===== src/rtl/eeh_map.svh =====
`ifndef EEH_MAP_SVH
`define EEH_MAP_SVH

// register offsets on the plain register port
`define EEH_REG_CTRL   4'h0
`define EEH_REG_SETP   4'h1
`define EEH_REG_STAT   4'h2

// field positions and reset values
`define EEH_CTRL_MODE_BIT 0
`define EEH_SETP_RST      8'h10

// characters and lengths of the host and reply streams
`define EEH_CHAR_CR    8'h0d
`define EEH_CHAR_DOT   8'h2e
`define EEH_CHAR_ZERO  8'h30
`define EEH_ERR_LEN    5'h1d
`define EEH_CMD_MAX    3'h4

// cycles after reset before the variant strap is taken
`define EEH_PWRUP_CYC  2'h3

`endif


===== src/rtl/eeh_pkg.sv =====
package eeh_pkg;

  // emission sequencing states
  typedef enum logic [2:0] {
    EM_POWERUP, EM_STANDBY, EM_WARMUP, EM_ON, EM_PAUSED, EM_LOCKED
  } eeh_em_type;

  // host message handling phases
  typedef enum logic [1:0] {CMD_RX, CMD_LAUNCH, CMD_DRAIN} eeh_cmd_type;

  // kinds of reply string
  typedef enum logic [1:0] {
    RPLY_OK, RPLY_ERR, RPLY_DIGIT, RPLY_FIXED
  } eeh_rply_type;

  // state of the reply generator
  typedef struct packed {
    logic         busy;
    eeh_rply_type kind;
    logic [3:0]   d1;
    logic [3:0]   d0;
    logic [4:0]   idx;
    logic [7:0]   tx_data;
    logic         tx_valid;
  } eeh_rply_st_type;

endpackage : eeh_pkg


===== src/rtl/eeh_rply_if.sv =====
`timescale 1ns/100ps

interface eeh_rply_if;
  import eeh_pkg::*;
  logic         start;
  eeh_rply_type kind;
  logic [3:0]   d1;
  logic [3:0]   d0;
  logic         busy;
  logic [7:0]   tx_data;
  logic         tx_valid;
  logic         tx_ready;

  modport ctrl (output start, kind, d1, d0, tx_ready,
                input  busy, tx_data, tx_valid);
  modport gen  (input  start, kind, d1, d0, tx_ready,
                output busy, tx_data, tx_valid);
endinterface : eeh_rply_if


===== src/rtl/eeh_top.sv =====
// Our own choices: the register addresses and strobed register access.
`timescale 1ns/100ps
`include "eeh_map.svh"

module eeh_top
  import eeh_pkg::*;
(
  input  wire logic       clk_sys_i,      // system clock, 10 MHz
  input  wire logic       reset_n_i,      // async reset, active low
  input  wire logic       key_on_i,       // key input pin, high is on
  input  wire logic       ilock_closed_i, // remote interlock pin, closed
  input  wire logic       temp_stable_i,  // temperature stable indication
  input  wire logic       keyless_i,      // variant strap, high keyless
  input  wire logic [7:0] rx_data_i,      // host byte
  input  wire logic       rx_valid_i,     // host byte valid
  output logic            rx_ready_o,     // host byte accepted
  output logic [7:0]      tx_data_o,      // reply byte
  output logic            tx_valid_o,     // reply byte valid
  input  wire logic       tx_ready_i,     // reply byte taken
  input  wire logic [3:0] reg_addr_i,     // register address
  input  wire logic [7:0] reg_wdata_i,    // register write data
  input  wire logic       reg_wr_i,       // register write strobe
  input  wire logic       reg_rd_i,       // register read strobe
  output logic [7:0]      reg_rdata_o,    // register read data
  output logic            laser_en_o,     // emission enable to lasers
  output logic            armed_o,        // emission armed indication
  output logic            cc_mode_o       // constant current mode
);

  // complete state of the block
  typedef struct packed {
    logic         key_s1;
    logic         key_s2;
    logic         key_prev;
    logic         lock_s1;
    logic         lock_s2;
    logic         temp_s1;
    logic         temp_s2;
    logic         var_s1;
    logic         var_s2;
    logic         keyless;
    logic [1:0]   pwr_cnt;
    eeh_em_type   em;
    logic         cc_mode;
    logic [7:0]   setp;
    eeh_cmd_type  cmd;
    logic [31:0]  msg;
    logic [2:0]   len;
    logic         ovf;
    logic         start;
    eeh_rply_type kind;
    logic [3:0]   d1;
    logic [3:0]   d0;
    logic         rx_ready;
    logic [7:0]   rdata;
    logic         laser_en;
    logic         armed;
  } eeh_top_st_type;

  eeh_top_st_type st;
  eeh_top_st_type next_st;

  eeh_rply_if rif ();

  // reply generator owns the outgoing byte stream
  eeh_rply u_rply (
    .clk_sys_i (clk_sys_i),
    .reset_n_i (reset_n_i),
    .rif       (rif)
  );

  // request lines toward the reply generator
  assign rif.start    = st.start;
  assign rif.kind     = st.kind;
  assign rif.d1       = st.d1;
  assign rif.d0       = st.d0;
  assign rif.tx_ready = tx_ready_i;

  always_comb begin
    logic key_rise;
    logic do_pause;
    logic do_resume;
    logic rx_take;
    key_rise  = 1'b0;
    do_pause  = 1'b0;
    do_resume = 1'b0;
    rx_take   = 1'b0;
    next_st   = st;

    // pin synchronisers, second stage is the only reader of the first
    next_st.key_s1  = key_on_i;
    next_st.key_s2  = st.key_s1;
    next_st.lock_s1 = ilock_closed_i;
    next_st.lock_s2 = st.lock_s1;
    next_st.temp_s1 = temp_stable_i;
    next_st.temp_s2 = st.temp_s1;
    next_st.var_s1  = keyless_i;
    next_st.var_s2  = st.var_s1;

    // key transition from off to on
    next_st.key_prev = st.key_s2;
    key_rise = st.key_s2 && !st.key_prev;

    // register writes
    if (reg_wr_i) begin
      if (reg_addr_i == `EEH_REG_CTRL)
        next_st.cc_mode = reg_wdata_i[`EEH_CTRL_MODE_BIT];
      else if (reg_addr_i == `EEH_REG_SETP)
        next_st.setp = reg_wdata_i;
    end

    // register reads, data valid in the following cycle only
    next_st.rdata = 8'h00;
    if (reg_rd_i) begin
      unique case (reg_addr_i)
        `EEH_REG_CTRL: next_st.rdata = {7'h00, st.cc_mode};
        `EEH_REG_SETP: next_st.rdata = st.setp;
        `EEH_REG_STAT: next_st.rdata = {st.keyless, st.lock_s2,
                                        st.key_s2, st.armed,
                                        st.laser_en, st.em};
        default:       next_st.rdata = 8'h00;
      endcase
    end

    // host message handling
    next_st.start = 1'b0;
    rx_take = (st.cmd == CMD_RX) && rx_valid_i && st.rx_ready;
    unique case (st.cmd)
      CMD_RX: begin
        if (rx_take) begin
          if (rx_data_i == `EEH_CHAR_CR) begin
            // one reply per message, and only then
            next_st.start = 1'b1;
            next_st.cmd   = CMD_LAUNCH;
            next_st.kind  = RPLY_OK;
            next_st.d1    = 4'h0;
            next_st.d0    = 4'h0;
            if (st.ovf) begin
              next_st.kind = RPLY_ERR;
            end else if (st.len == 3'h3 && st.msg[23:0] == "lor") begin
              do_pause = 1'b1;
            end else if (st.len == 3'h3 && st.msg[23:0] == "lrr") begin
              do_resume = 1'b1;
            end else if (st.len == 3'h2 && st.msg[15:0] == "cp") begin
              next_st.cc_mode = 1'b0;
            end else if (st.len == 3'h2 && st.msg[15:0] == "ci") begin
              next_st.cc_mode = 1'b1;
            end else if (st.len == 3'h2 && st.msg[15:0] == "l?") begin
              next_st.kind = RPLY_DIGIT;
              next_st.d0   = {3'h0, st.laser_en};
            end else if (st.len == 3'h2 && st.msg[15:0] == "p?") begin
              // set point as integer and tenths digit
              next_st.kind = RPLY_FIXED;
              next_st.d1   = st.setp[7:4];
              next_st.d0   = st.setp[3:0];
            end else begin
              next_st.kind = RPLY_ERR;
            end
            next_st.msg = 32'h0000_0000;
            next_st.len = 3'h0;
            next_st.ovf = 1'b0;
          end else if (st.len == `EEH_CMD_MAX) begin
            next_st.ovf = 1'b1;
          end else begin
            next_st.msg = {st.msg[23:0], rx_data_i};
            next_st.len = st.len + 3'h1;
          end
        end
      end
      CMD_LAUNCH: begin
        next_st.cmd = CMD_DRAIN;
      end
      CMD_DRAIN: begin
        // next message waits until the reply is out
        if (!rif.busy)
          next_st.cmd = CMD_RX;
      end
      default: begin
        // unused code, fall back to waiting for a message
        next_st.cmd = CMD_RX;
      end
    endcase
    next_st.rx_ready = (next_st.cmd == CMD_RX);

    // emission sequencing
    unique case (st.em)
      EM_POWERUP: begin
        if (st.pwr_cnt == `EEH_PWRUP_CYC) begin
          next_st.keyless = st.var_s2;
          if (st.var_s2)
            next_st.em = EM_WARMUP;
          else
            next_st.em = EM_STANDBY;
        end else begin
          next_st.pwr_cnt = st.pwr_cnt + 2'h1;
        end
      end
      EM_STANDBY: begin
        if (!st.keyless && key_rise && st.lock_s2)
          next_st.em = EM_ON;
      end
      EM_WARMUP: begin
        if (st.temp_s2 && st.lock_s2)
          next_st.em = EM_ON;
      end
      EM_ON: begin
        if (do_pause)
          next_st.em = EM_PAUSED;
      end
      EM_PAUSED: begin
        // mode and set points were never touched by the pause
        if (do_resume)
          next_st.em = EM_ON;
      end
      EM_LOCKED: begin
        if (st.lock_s2)
          next_st.em = st.keyless ? EM_WARMUP : EM_STANDBY;
      end
      default: begin
        // unused code, lasers stay off until the interlock is seen
        next_st.em = EM_LOCKED;
      end
    endcase

    // key off forces standby in the keyed variant
    if (st.em != EM_POWERUP && !st.keyless && !st.key_s2)
      next_st.em = EM_STANDBY;

    // open interlock overrides key and host commands
    if (st.em != EM_POWERUP && !st.lock_s2)
      next_st.em = EM_LOCKED;

    // outputs follow the next emission state
    next_st.laser_en = (next_st.em == EM_ON);
    next_st.armed    = (next_st.em == EM_ON) ||
                       (next_st.em == EM_PAUSED);
  end

  // state register
  always_ff @(posedge clk_sys_i or negedge reset_n_i) begin
    if (!reset_n_i) begin
      st      <= '0;
      st.setp <= `EEH_SETP_RST;
    end else begin
      st <= next_st;
    end
  end

  // outputs straight from flip-flops
  assign rx_ready_o  = st.rx_ready;
  assign tx_data_o   = rif.tx_data;
  assign tx_valid_o  = rif.tx_valid;
  assign reg_rdata_o = st.rdata;
  assign laser_en_o  = st.laser_en;
  assign armed_o     = st.armed;
  assign cc_mode_o   = st.cc_mode;

endmodule : eeh_top


===== src/rtl/eeh_rply.sv =====
`timescale 1ns/100ps
`include "eeh_map.svh"

module eeh_rply
  import eeh_pkg::*;
(
  input  wire logic  clk_sys_i, // system clock
  input  wire logic  reset_n_i, // async reset, active low
  eeh_rply_if.gen    rif        // reply request and byte stream
);

  localparam logic [8*29-1:0] ERR_MSG = "Syntax error: illegal command";
  localparam logic [15:0]     OK_MSG  = "OK";

  eeh_rply_st_type st;
  eeh_rply_st_type next_st;

  // character at position i of a reply, carriage return past the end
  function automatic logic [7:0] char_at(eeh_rply_type k,
                                         logic [4:0] i,
                                         logic [3:0] a,
                                         logic [3:0] b);
    logic [7:0] c;
    c = `EEH_CHAR_CR;
    unique case (k)
      RPLY_OK: begin
        if (i == 5'h0) c = OK_MSG[15:8];
        else if (i == 5'h1) c = OK_MSG[7:0];
      end
      RPLY_ERR: begin
        if (i < `EEH_ERR_LEN)
          c = ERR_MSG[8*(5'h1c - i) +: 8];
      end
      RPLY_DIGIT: begin
        if (i == 5'h0) c = `EEH_CHAR_ZERO + {4'h0, b};
      end
      RPLY_FIXED: begin
        if (i == 5'h0) c = `EEH_CHAR_ZERO + {4'h0, a};
        else if (i == 5'h1) c = `EEH_CHAR_DOT;
        else if (i == 5'h2) c = `EEH_CHAR_ZERO + {4'h0, b};
      end
    endcase
    return c;
  endfunction : char_at

  // start a reply, step through it, stop after the carriage return
  always_comb begin
    next_st = st;
    if (!st.busy) begin
      if (rif.start) begin
        next_st.busy     = 1'b1;
        next_st.kind     = rif.kind;
        next_st.d1       = rif.d1;
        next_st.d0       = rif.d0;
        next_st.idx      = 5'h0;
        next_st.tx_data  = char_at(rif.kind, 5'h0, rif.d1, rif.d0);
        next_st.tx_valid = 1'b1;
      end
    end else if (st.tx_valid && rif.tx_ready) begin
      if (st.tx_data == `EEH_CHAR_CR) begin
        next_st.busy     = 1'b0;
        next_st.tx_valid = 1'b0;
      end else begin
        next_st.idx     = st.idx + 5'h1;
        next_st.tx_data = char_at(st.kind, st.idx + 5'h1, st.d1, st.d0);
      end
    end
  end

  // state register
  always_ff @(posedge clk_sys_i or negedge reset_n_i) begin
    if (!reset_n_i) begin
      st <= '0;
    end else begin
      st <= next_st;
    end
  end

  assign rif.busy     = st.busy;
  assign rif.tx_data  = st.tx_data;
  assign rif.tx_valid = st.tx_valid;

endmodule : eeh_rply


===== config.mk =====
export PLATFORM = sky130hd
export DESIGN_NAME = eeh_top
export DESIGN_NICKNAME = d
export VERILOG_FILES = /design/src/rtl/eeh_pkg.sv /design/src/rtl/eeh_rply_if.sv /design/src/rtl/eeh_top.sv /design/src/rtl/eeh_rply.sv
export VERILOG_INCLUDE_DIRS = /design/src /design/src/rtl
export SDC_FILE = /design/constraint.sdc
export NUM_CORES = 1
export LEC_CHECK = 0
export BUFFER_PORTS_ARGS = -buffer_cell sky130_fd_sc_hd__buf_2
export CAP_MARGIN = 40
export CORE_UTILIZATION = 55
export CTS_CLUSTER_SIZE = 14
export DETAILED_ROUTE_END_ITERATION = 16
export HOLD_SLACK_MARGIN = 0.12
export PLACE_DENSITY = 0.73
export REMOVE_ABC_BUFFERS = 1
export SLEW_MARGIN = 20
export SYNTH_ARGS = -nofsm -noshare
export SYNTH_HDL_FRONTEND = slang
export SYNTH_HIERARCHICAL = 1
export SYNTH_SLANG_ARGS = --single-unit

===== constraint.sdc =====
create_clock -name clk_sys_i -period 4.23 [get_ports clk_sys_i]
set_input_delay 0.846 -clock clk_sys_i [delete_from_list [all_inputs] [get_ports clk_sys_i]]
set_output_delay 0.846 -clock clk_sys_i [all_outputs]
set_load 0.01 [all_outputs]

Word level (Yosys, flattened, before mapping)
Cells that the tools add are included.
{"block": "op_classes", "mux": 73, "shifts": 1, "addsub": 8, "n_lt_le_gt_ge": 1, "n_bitwise": 3, "n_reduce_logical": 40, "n_eq_ne": 35}
{"cell": "$shiftx A232 B33 Y8 const A", "n": 1}
{"cell": "$mux W8", "n": 11}
{"cell": "$eq A16 B15 Y1 const B", "n": 4}
{"cell": "$pmux W8 S4", "n": 2}
{"cell": "$mux W49", "n": 1}
{"cell": "$eq A24 B23 Y1 const B", "n": 2}
{"cell": "$mux W10", "n": 4}
{"cell": "$mux W36", "n": 1}
{"cell": "$mux W35", "n": 1}
{"cell": "$add A6 B4 Y7 const A", "n": 4}
{"cell": "$mux W14", "n": 2}
{"cell": "$mux W1", "n": 25}
{"cell": "$mux W25", "n": 1}
{"cell": "$mux W3", "n": 8}
{"cell": "$pmux W8 S3", "n": 1}
{"cell": "$mux W11", "n": 2}
{"cell": "$pmux W3 S6", "n": 1}
{"cell": "$reduce_and A3 Y1", "n": 6}
{"cell": "$eq A8 B4 Y1 const B", "n": 2}
{"cell": "$logic_and A1 B1 Y1", "n": 16}
{"cell": "$eq A3 B2 Y1 const B", "n": 5}
{"cell": "$mux W2", "n": 7}
{"cell": "$mux W13", "n": 1}
{"cell": "$eq A2 B2 Y1 const B", "n": 6}
{"cell": "other kinds (27)", "n": 47}
{"block": "word_totals", "word_cells": 194, "output_inout_bits": 21, "inputBits": 30, "reg_bits": 109}

Depth between registers and ports, before layout
Gate-level depths: netlist of the first run.
{"block": "depth", "depth_word": 14, "depth_mapped": 12, "mapped_depth_nobuf": 9}

By module
Netlist of the first run, hierarchy kept.
{"mod": "eeh_top", "area_each_um2": 3337.0, "instances": 1, "cells_each": 290, "seq_area_each_um2": 1903.1}
{"mod": "eeh_rply", "area_each_um2": 2265.9, "instances": 1, "cells_each": 304, "seq_area_each_um2": 600.6}

Worst setup path before layout of the first run
OpenSTA, ideal clock, no wires.
{"block": "synth_timing", "kind": "input-to-reg", "from": "in rx_data_i[4]", "to": "reg st[34] (netlist bit)", "t_arrival_ps": 2441, "cell_stages": 7, "n_path_buf": 2, "required_time_ps": 4109, "setup_ps": 121, "setup_slack_ps": 1668, "cell_sequence": "or4_4 -> or3_1 -> buf_6 -> clkinv_8 -> nor2_1 -> buf_2 -> a22o_1"}
{"block": "synth_between", "elab_chain_len": 3, "word_cells_on_any_way": 4, "classes_between": "2 x eq/ne; 1 x mux; 1 x reduce/logical"}
{"element": "start: declaration", "line": "eeh_top.sv:14", "text": "input wire logic [7:0] rx_data_i,"}
{"element": "$eq A8 B4 Y1 (no source line) (*)"}
{"element": "$ne A2 B2 Y1 (no source line)"}
{"element": "$reduce_and A3 Y1 (no source line)"}
{"element": "end signal: assignment", "line": "eeh_top.sv:245", "text": "st <= next_st;"}
{"element": "end: declaration", "line": "eeh_top.sv:60", "text": "eeh_top_st_type st;"}
Every way passes the cells marked *; elsewhere a longest branch is shown, timed or not.
A chain may end at the register's enable or synchronous reset.

Worst setup path in the final report of the first run
{"block": "layout_timing", "from": "reg u_rply/st[10] (netlist bit)", "to": "reg u_rply.st (netlist bit u_rply/rif.tx_data[2])"}
{"block": "layout_between", "elab_chain_len": 9, "word_cells_on_any_way": 18, "classes_between": "2 x add/sub; 1 x order compare; 2 x eq/ne; 1 x shift; 11 x mux; 1 x reduce/logical"}
{"element": "start: declaration", "line": "eeh_rply.sv:15", "text": "eeh_rply_st_type st;"}
{"element": "start signal: assignment", "line": "eeh_rply.sv:75", "text": "st <= next_st;"}
{"element": "$add A5 B1 Y5 (*)", "line": "eeh_rply.sv:65", "text": "next_st.tx_data = char_at(st.kind, st.idx + 5'h1, st.d1, st.d0);"}
{"element": "branches (longest 4 deep; another with $sub A5 B5 Y6)"}
{"element": "$pmux W8 S4 (*)", "line": "eeh_rply.sv:25", "text": "unique case (k)"}
{"element": "$mux W13 (*)", "line": "eeh_rply.sv:60", "text": "if (st.tx_data == `EEH_CHAR_CR) begin"}
{"element": "$mux W14 (*)", "line": "eeh_rply.sv:59", "text": "end else if (st.tx_valid && rif.tx_ready) begin"}
{"element": "$mux W14 (*)", "line": "eeh_rply.sv:49", "text": "if (!st.busy) begin"}
Every way passes the cells marked *. The select of a mux whose other input is x is not followed.

==> results of run 1 <==
cells by family after synthesis:
kind of cell,count (synthesis)
AOI/OAI and AO/OA,158
muxes,22
xor gates and xnor gates,13
DFF,100
buffers and inverters,73
and+or+nand+nor,219
adders and majority gates,8
other,1
power by group through the flow:
stage / Sequential, W / Combinational, W / Clock (W)
finish: 0.00142 / 0.00127 / 0.000716
global route: 0.00145 / 0.00141 / 0.000767
CTS: 0.00142 / 0.00126 / 0.000729
detailed placement: 0.00143 / 0.00126 / 0
global placement: 0.00144 / 0.00120 / 0
floorplan: 0.00140 / 0.000883 / 0
state kept, by name (all words and copies together), names as in the netlist:
signal               cells
rif.d0                   4
reg_rdata_o              8
armed_o                  1
rif.kind                 2
u_rply/rif.tx_data       7
next_st                  5
st                      48
laser_en_o               1
u_rply/rif.busy          1
cc_mode_o                1
rx_ready_o               1
rif.d1                   4
u_rply/rif.tx_valid      1
rif.start                1
u_rply/st               15
worst max-delay path, cell delays in order, from the launching register on:
cell	delay, ps
dfrtp_1	580
inv_1	180
ha_1	500
nand2b_1	250
a21oi_1	140
or4_4	460
and2_4	230
o31ai_1	280
a41oi_1	70
a31o_1	220
how the worst min path moves through the flow:
stage | startpoint | depth (start not counted) | slack [ps] | end
after global routing | next_st[77] | 0 | 380 | st[77]
after floorplan | next_st[82] | 0 | 330 | next_st[81]
after CTS | next_st[77] | 0 | 360 | st[77]
after global placement | next_st[79] | 0 | 330 | st[79]
after detailed placement | next_st[77] | 0 | 340 | st[77]
final | next_st[77] | 0 | 360 | st[77]
per-stage QoR:
stage               worst slack (ps)  hold WS [ps]  instances  utilization
detailed placement              1150           338        730        0.591
finish                          1230           359        748        0.618
floorplan                       1150           331        538            -
global placement                1200           333        728        0.587
CTS                             1260           364        746        0.615
global route                    1020           381        748        0.618
Yosys cell counts (3+ instances only):
| cell type | instances |
|---|---|
| ha_1 | 8 |
| or2_2 | 3 |
| a31oi_1 | 7 |
| nand2_1 | 67 |
| o31ai_1 | 6 |
| and3_1 | 3 |
| o21ai_1 | 5 |
| buf_4 | 18 |
| buf_2 | 7 |
| a22o_1 | 27 |
| or3_1 | 3 |
| and2_1 | 3 |
| nand4_1 | 6 |
| xor2_1 | 4 |
| dfrtp_1 | 99 |
| o221ai_1 | 3 |
| mux2i_1 | 4 |
| o22ai_1 | 4 |
| clkbuf_1 | 26 |
| nand4b_1 | 4 |
| a311o_1 | 3 |
| o21a_1 | 5 |
| o21ai_0 | 37 |
| and4_1 | 3 |
| a211oi_1 | 3 |
| a21o_1 | 4 |
| mux2_2 | 17 |
| nor3_1 | 11 |
| buf_6 | 3 |
| o211ai_1 | 4 |
| nor2b_1 | 8 |
| nor4b_1 | 4 |
| xnor2_1 | 9 |
| inv_1 | 15 |
| a21oi_1 | 20 |
| a22oi_1 | 11 |
| nor2_1 | 51 |
| nand3_1 | 25 |
| nand2b_1 | 7 |
area by class of cell:
| cell class | count | area [sq um] | share of cell area |
|---|---|---|---|
| timing repair buffer | 61 | 369 | 0.0608 |
| clock inverter | 7 | 116 | 0.0192 |
| sequential | 100 | 2500 | 0.412 |
| inverter | 17 | 76.3 | 0.0126 |
| tap | 133 | 166 | 0.0274 |
| clock buffer | 9 | 124 | 0.0204 |
| multi-input combinational | 421 | 2710 | 0.447 |
cells in the final DEF, fill, tap and decap left out, types with 4 or more instances in the layout:
cell type / synthesis / layout
a21oi_1: 20 / 20
nand4_1: 6 / 6
o31ai_1: 6 / 6
o21ai_1: 5 / 5
o211ai_1: 4 / 4
a22o_1: 27 / 27
dfrtp_1: 99 / 99
nor2_1: 51 / 51
ha_1: 8 / 8
nand2b_1: 7 / 7
nand2_1: 67 / 67
a31oi_1: 7 / 7
a21o_1: 4 / 4
nand4b_1: 4 / 4
xnor2_1: 9 / 9
buf_2: 7 / 48
inv_1: 15 / 15
xor2_1: 4 / 4
o21ai_0: 37 / 37
nor4b_1: 4 / 4
mux2_2: 17 / 17
nor3_1: 11 / 11
a22oi_1: 11 / 11
o21a_1: 5 / 5
clkbuf_8: 0 / 9
buf_4: 18 / 9
nor2b_1: 8 / 8
mux2i_1: 4 / 4
o22ai_1: 4 / 4
nand3_1: 25 / 25
per-layer routing:
metal	track usage	wire (um)	vias up
li1	-	-	2169
met5	0	0	-
met4	0.0737	213	0
met3	0.0502	704	20
met1	0.360	5720	2262
met2	0.441	6580	142
==> results.txt, run 1 <==
----------------------------------------------------
[Power]
  Sw frac ... 0.392
  Maximum VDD drop ... 0.000299 V
  Power density over the cells ... approximately 560 nW/um^2
  Clock share of power ... 0.210
  Post-layout power ... 0.00340 W
  Total leakage power ... 2.66 nW
  Switching power of the nets ... between 0.001 and 0.0015 W
  Internal power ... 0.00207 W
  Part of the power in combinational logic ... 0.373
  Sequential share of power ... 0.417

[Clock tree]
  TritonCTS Sinks ... 100
  # resized after CTS ... 0
  Clock slew at reported path FFs ... around 110 ps
  Max Root-Sink Buffers ... 2
  Number of hold buffers added after cts ... 0
  Cell at the root of the clock tree ... clkbuf_8
  Insertion delay of the later-clocked pin in the worst-skew pair ... 370 ps
  TritonCTS clock tree ... done
  Post-CTS setup buffer count ... 0
  # H-tree levels ... 3
  Total CTS buffers ... 9

[STA]
  Final critical-path required period ... 3000 ps
  Setup repair after global routing missed its margin ... false
  Slew margin rel. ... 0.515
  F_max ... 334 MHz
  Max Slew Vio Count ... 0
  Count of final hold-check violations ... 0
  Period utilisation layout ... 0.709
  Max Clock Skew ... approximately 9.7 ps
  Worst-margin pin slew ... 727 ps
  Setup Total Neg Slack ... 0 ps
  Final-report setup violation count ... 0

[Logic synthesis]
  Mean instance size in the synthesized netlist ... 9.43 sq um
  Share of the synthesized area in the top cell type ... 0.442
  Prevailing post-synth register cell ... dfrtp_1
  Number of flops mapped to enable cells by yosys ... 0
  Largest family of logic cells by synthesized area ... simple AND/OR/NAND/NOR gates
  Post-synthesis share of cell area spent on full adders, half adders and majority gates ... 0.0179
  Summed instance area of the synthesized netlist ... 5600 sq um
  Post-synthesis xor/xnor area fraction ... 0.0203
  Count of unique library cells instantiated by Yosys ... 76
  Synthesized-area fraction occupied by ao, oa, aoi and oai cells ... 0.199
  Library cell with the largest summed area after synthesis ... dfrtp_1
  Warnings from Yosys ... 6
  Number of synthesized register bits ... 100
  Cell count after synthesis ... 594
  Ranking of synthesized cells by area ... dfrtp_1 44%, nand2_1 4.5%, a22o_1 4.2%
  Simple-gate portion of the synthesized area ... 0.204
  Proportion of synthesized flip-flops having asynchronous set or reset ... 1.00
  Portion of netlist area occupied by mux cells ... 0.0433
  Sequential element share of the synthesized area ... 0.447

[GRT]
  Initial antenna violation count ... 0
  Final global-route overflow total ... 0
  Vias in the first global route ... 4,369
  First-pass GRT wire length ... around 22 mm
  GRT Util Overall ... 0.267
  Pin count of the biggest net entering global routing ... 41

[Die]
  Std-Cell Rows ... 36
  Vertical die dimension ... 103 um
  Chip Width ... 103 um
  I/O Pins ... 51
  Total Die Area ... 10,600 sq um
  Initial core utilization ... 0.571
  Core outline area ... a little under 10,000 sq um

[Detailed routing]
  Vias after detailed routing ... 4,593
  Number of DRC violations after detailed-routing iteration 0 ... 289
  Post-detailed-route DRC marker count ... 0
  Overall routed net length ... between 10 and 15 mm
  Detailed-route vias per instance ... around 6.1
  Number of nets with antenna violations after routing ... 0
  Post-DR wirelength/cell ... 17.7 um
  First-pass detailed-route iteration total ... 4

[Place]
  # port buffers ... 49
  Placed cell area ... between 5000 and 6000 sq um
  GP Congestion ... approximately 0.9
  HPWL after DPL ... 9.56 mm

[Layout]
  Share of post-route cells with drive strength above 1 ... 0.184
  Inserted Diodes ... 0
  Layout overhead on the synthesized area ... 8.33%
  Number of nets at the end of the flow ... 648
  Number of inserted filler cells in the final layout ... 857
  Final instance area ... roughly 6000 sq um

[Worst setup path]
  Crit path launch ... u_rply/st[10]
  Arr. time, crit path ... approximately 3300 ps
  Crit path capture type ... flop
  Setup CP Type ... reg -> reg
  Startpoint of the worst register-to-register path ... u_rply/st[10]
  Worst path required time ... 4500 ps
  R2R setup slack ... 1230 ps
  Worst r2r path cells ... 9
  Critical path fanouts, max ... 13
  Startpoint kind of the worst setup timing path ... flop
  Worst flop-to-flop path endpoint ... u_rply/rif.tx_data[2]
  Worst setup path endpoint ... u_rply/rif.tx_data[2]

[Min path]
  Path category of the worst min-delay check ... reg -> reg

[Outcome]
  Outcome ... completed

[Job]
  Reported max-cap violation count ... 0

----------------------------------------------------
Note: power is estimated with default switching activity, not from simulation.
==> run 2, diff against run 1 <==
--- a/config.mk
+++ b/config.mk
@@ -8,11 +8,11 @@
 export LEC_CHECK = 0
 export BUFFER_PORTS_ARGS = -buffer_cell sky130_fd_sc_hd__buf_2
 export CAP_MARGIN = 40
-export CORE_UTILIZATION = 55
+export CORE_UTILIZATION = 54
 export CTS_CLUSTER_SIZE = 14
 export DETAILED_ROUTE_END_ITERATION = 16
 export HOLD_SLACK_MARGIN = 0.12
-export PLACE_DENSITY = 0.73
+export PLACE_DENSITY = 0.74
 export REMOVE_ABC_BUFFERS = 1
 export SLEW_MARGIN = 20
 export SYNTH_ARGS = -nofsm -noshare
==> constraint.sdc (replaced) <==
create_clock -name clk_sys_i -period 2.7 [get_ports clk_sys_i]
set_input_delay 0.54 -clock clk_sys_i [delete_from_list [all_inputs] [get_ports clk_sys_i]]
set_output_delay 0.54 -clock clk_sys_i [all_outputs]
set_load 0.01 [all_outputs]
==> results.txt, run 2 (synthesis gave the netlist of run 1 again) <==
----------------------------------------------------
[Clock tree]
  Post-CTS setup buffer count ... 0
  TritonCTS Sinks ... 100
  # resized after CTS ... 0
  TritonCTS clock tree ... done
  Insertion delay of the later-clocked pin in the worst-skew pair ... 360 ps
  Clock slew at reported path FFs ... ~100 ps
  Total CTS buffers ... 9
  Number of hold buffers added after cts ... 0
  # H-tree levels ... 3
  Cell at the root of the clock tree ... clkbuf_8
  Max Root-Sink Buffers ... 2

[Layout]
  Post-Layout Cell Count ... 761
  Number of inserted filler cells in the final layout ... a little over 800
  Inserted Diodes ... 0
  Number of nets at the end of the flow ... 661
  Register with the most flip-flops ... st
  Max FFs per register ... 48
  Share of post-route cells with drive strength above 1 ... 0.205
  Highest-count cells in the layout ignoring fill and taps ... 98 x dfrtp_1, 67 x nand2_1, 51 x nor2_1, 48 x buf_2, 37 x o21ai_0
  Layout overhead on the synthesized area ... 9.58%
  Most common cell after layout, fill and taps aside ... dfrtp_1

[STA]
  F_max ... roughly 400 MHz
  Setup repair after global routing missed its margin ... false
  Slew margin rel. ... 0.550
  Final-report setup violation count ... 0
  Max Clock Skew ... 7.95 ps
  Worst-margin pin slew ... 676 ps
  Setup Total Neg Slack ... 0 ps
  Period utilisation layout ... 0.921
  Count of final hold-check violations ... 0
  Final critical-path required period ... 2490 ps
  Max Slew Vio Count ... 0
  Setup ws final ... 213 ps

[Worst setup path]
  CP peak stage delay ... 450 ps
  Worst path required time ... ~3000 ps
  Slowest CP cell ... or4_4
  Number of buffers and inverters on the critical path ... 1
  Delay-heaviest family, CP ... simple AND/OR/NAND/NOR gates
  Arr. time, crit path ... 2750 ps
  Critical path fanouts, max ... 13
  Chain of cells forming the critical path ... inv_1 > ha_1 > nand2b_1 > a21oi_1 > or4_4 > and2_4 > o31ai_1 > a41oi_1 > a31o_1
  Crit path capture type ... flop
  Setup CP Type ... reg -> reg
  Startpoint kind of the worst setup timing path ... flop

[Place]
  # port buffers ... 49
  HPWL after DPL ... roughly 9.3 mm
  Setup slack after placement ... between 90 and 100 ps
  GP Congestion ... 0.950
  DP Cell Count ... 745

[Job]
  Reported max-cap violation count ... 0

[Detailed routing]
  Number of DRC violations after detailed-routing iteration 0 ... 290
  Vias after detailed routing ... ~4,600
  First-pass detailed-route iteration total ... 7
  Overall routed net length ... around 13 mm
  Met1 layer wirelength in the final routing ... 5.61 mm
  Post-detailed-route DRC marker count ... 0
  Post-DR wirelength/cell ... roughly 17 um
  Highest metal layer with signal wires ... met4
  Detailed-route vias per instance ... 6.02
  DR WL met3 ... 574 um
  WL met2 ... 6.19 mm
  Number of nets with antenna violations after routing ... 0

[Die]
  Vertical die dimension ... 104 um
  Core outline area ... approximately 9900 sq um
  Chip Width ... just over 100 um
  Std-Cell Rows ... 36
  Total Die Area ... 10,800 sq um
  Initial core utilization ... 0.565
  I/O Pins ... 51

[Power]
  Power density over the cells ... approximately 860 nW/um^2
  Maximum VDD drop ... approximately 0.00055 V
  Post-layout power ... 0.00529 W
  Total leakage power ... 2.71 nW

[GRT]
  Vias in the first global route ... between 4,000 and 5,000
  Pin count of the biggest net entering global routing ... 64
  GRT Util Overall ... 0.247
  First-pass GRT wire length ... 21.5 mm
  Final global-route overflow total ... 0
  Initial antenna violation count ... 0

[Outcome]
  Outcome ... completed

[Min path]
  Path category of the worst min-delay check ... in -> async

----------------------------------------------------
-- run 2: layout make-up --
class	count	area (sq um)	area share
clock buffer	10	138	0.0224
sequential	100	2500	0.408
inverter	17	76.3	0.0124
multi-input combinational	421	2720	0.443
clock inverter	6	71.3	0.0116
tap	133	166	0.0271
timing repair buffer	74	460	0.0750
-- run 2: worst reg2reg max path: cells and delay by family (launching register included) --
kind                     cells  cell delay [ps]
AO/OA/AOI/OAI                4              680
adder cells (fa/ha/maj)      1              370
buffers and inverters        1               80
flip-flops                   1              430
AND/OR/NAND/NOR              3              840
-- run 2: worst paths after layout --
path | startpoint | cells past startpoint | endpoint | slack (ps)
max in group asynchronous | reset_n_i | 2 | st[64] | 1820
worst max-delay path | u_rply/st[10] | 9 | u_rply/rif.tx_data[2] | 210
worst max register to register | u_rply/st[10] | 9 | u_rply/rif.tx_data[2] | 210
worst min register to register | next_st[79] | 0 | st[79] | 360
worst min-delay path | reset_n_i | 1 | u_rply/rif.tx_data[6] | 130
min in group clk_sys_i | keyless_i | 1 | next_st[75] | 280
-- run 2: report_power, final --
group,internal (W),leakage [nW],switching [W]
clock,0.000464,0.105,0.000524
combinational,0.000963,1.33,0.00114
sequential,0.00182,1.27,0.000372
-- run 2: routing by layer --
| layer | track usage | vias up |
|---|---|---|
| li1 | - | 2189 |
| met1 | 0.337 | 2236 |
| met2 | 0.399 | 136 |
| met3 | 0.0370 | 21 |
| met4 | 0.0969 | 0 |
| met5 | 0 | - |
-- run 2: per-stage QoR --
| stage | hold WS [ps] | cell area [sq um] | util |
|---|---|---|---|
| 3_5_place_dp | 335 | 5920 | 0.597 |
| 2_1_floorplan | 244 | 5290 | - |
| 6_report | 134 | 6140 | 0.620 |
| 3_3_place_gp | 332 | 5920 | 0.597 |
| 4_1_cts | 134 | 6130 | 0.619 |
| 5_1_grt | 160 | 6140 | 0.620 |
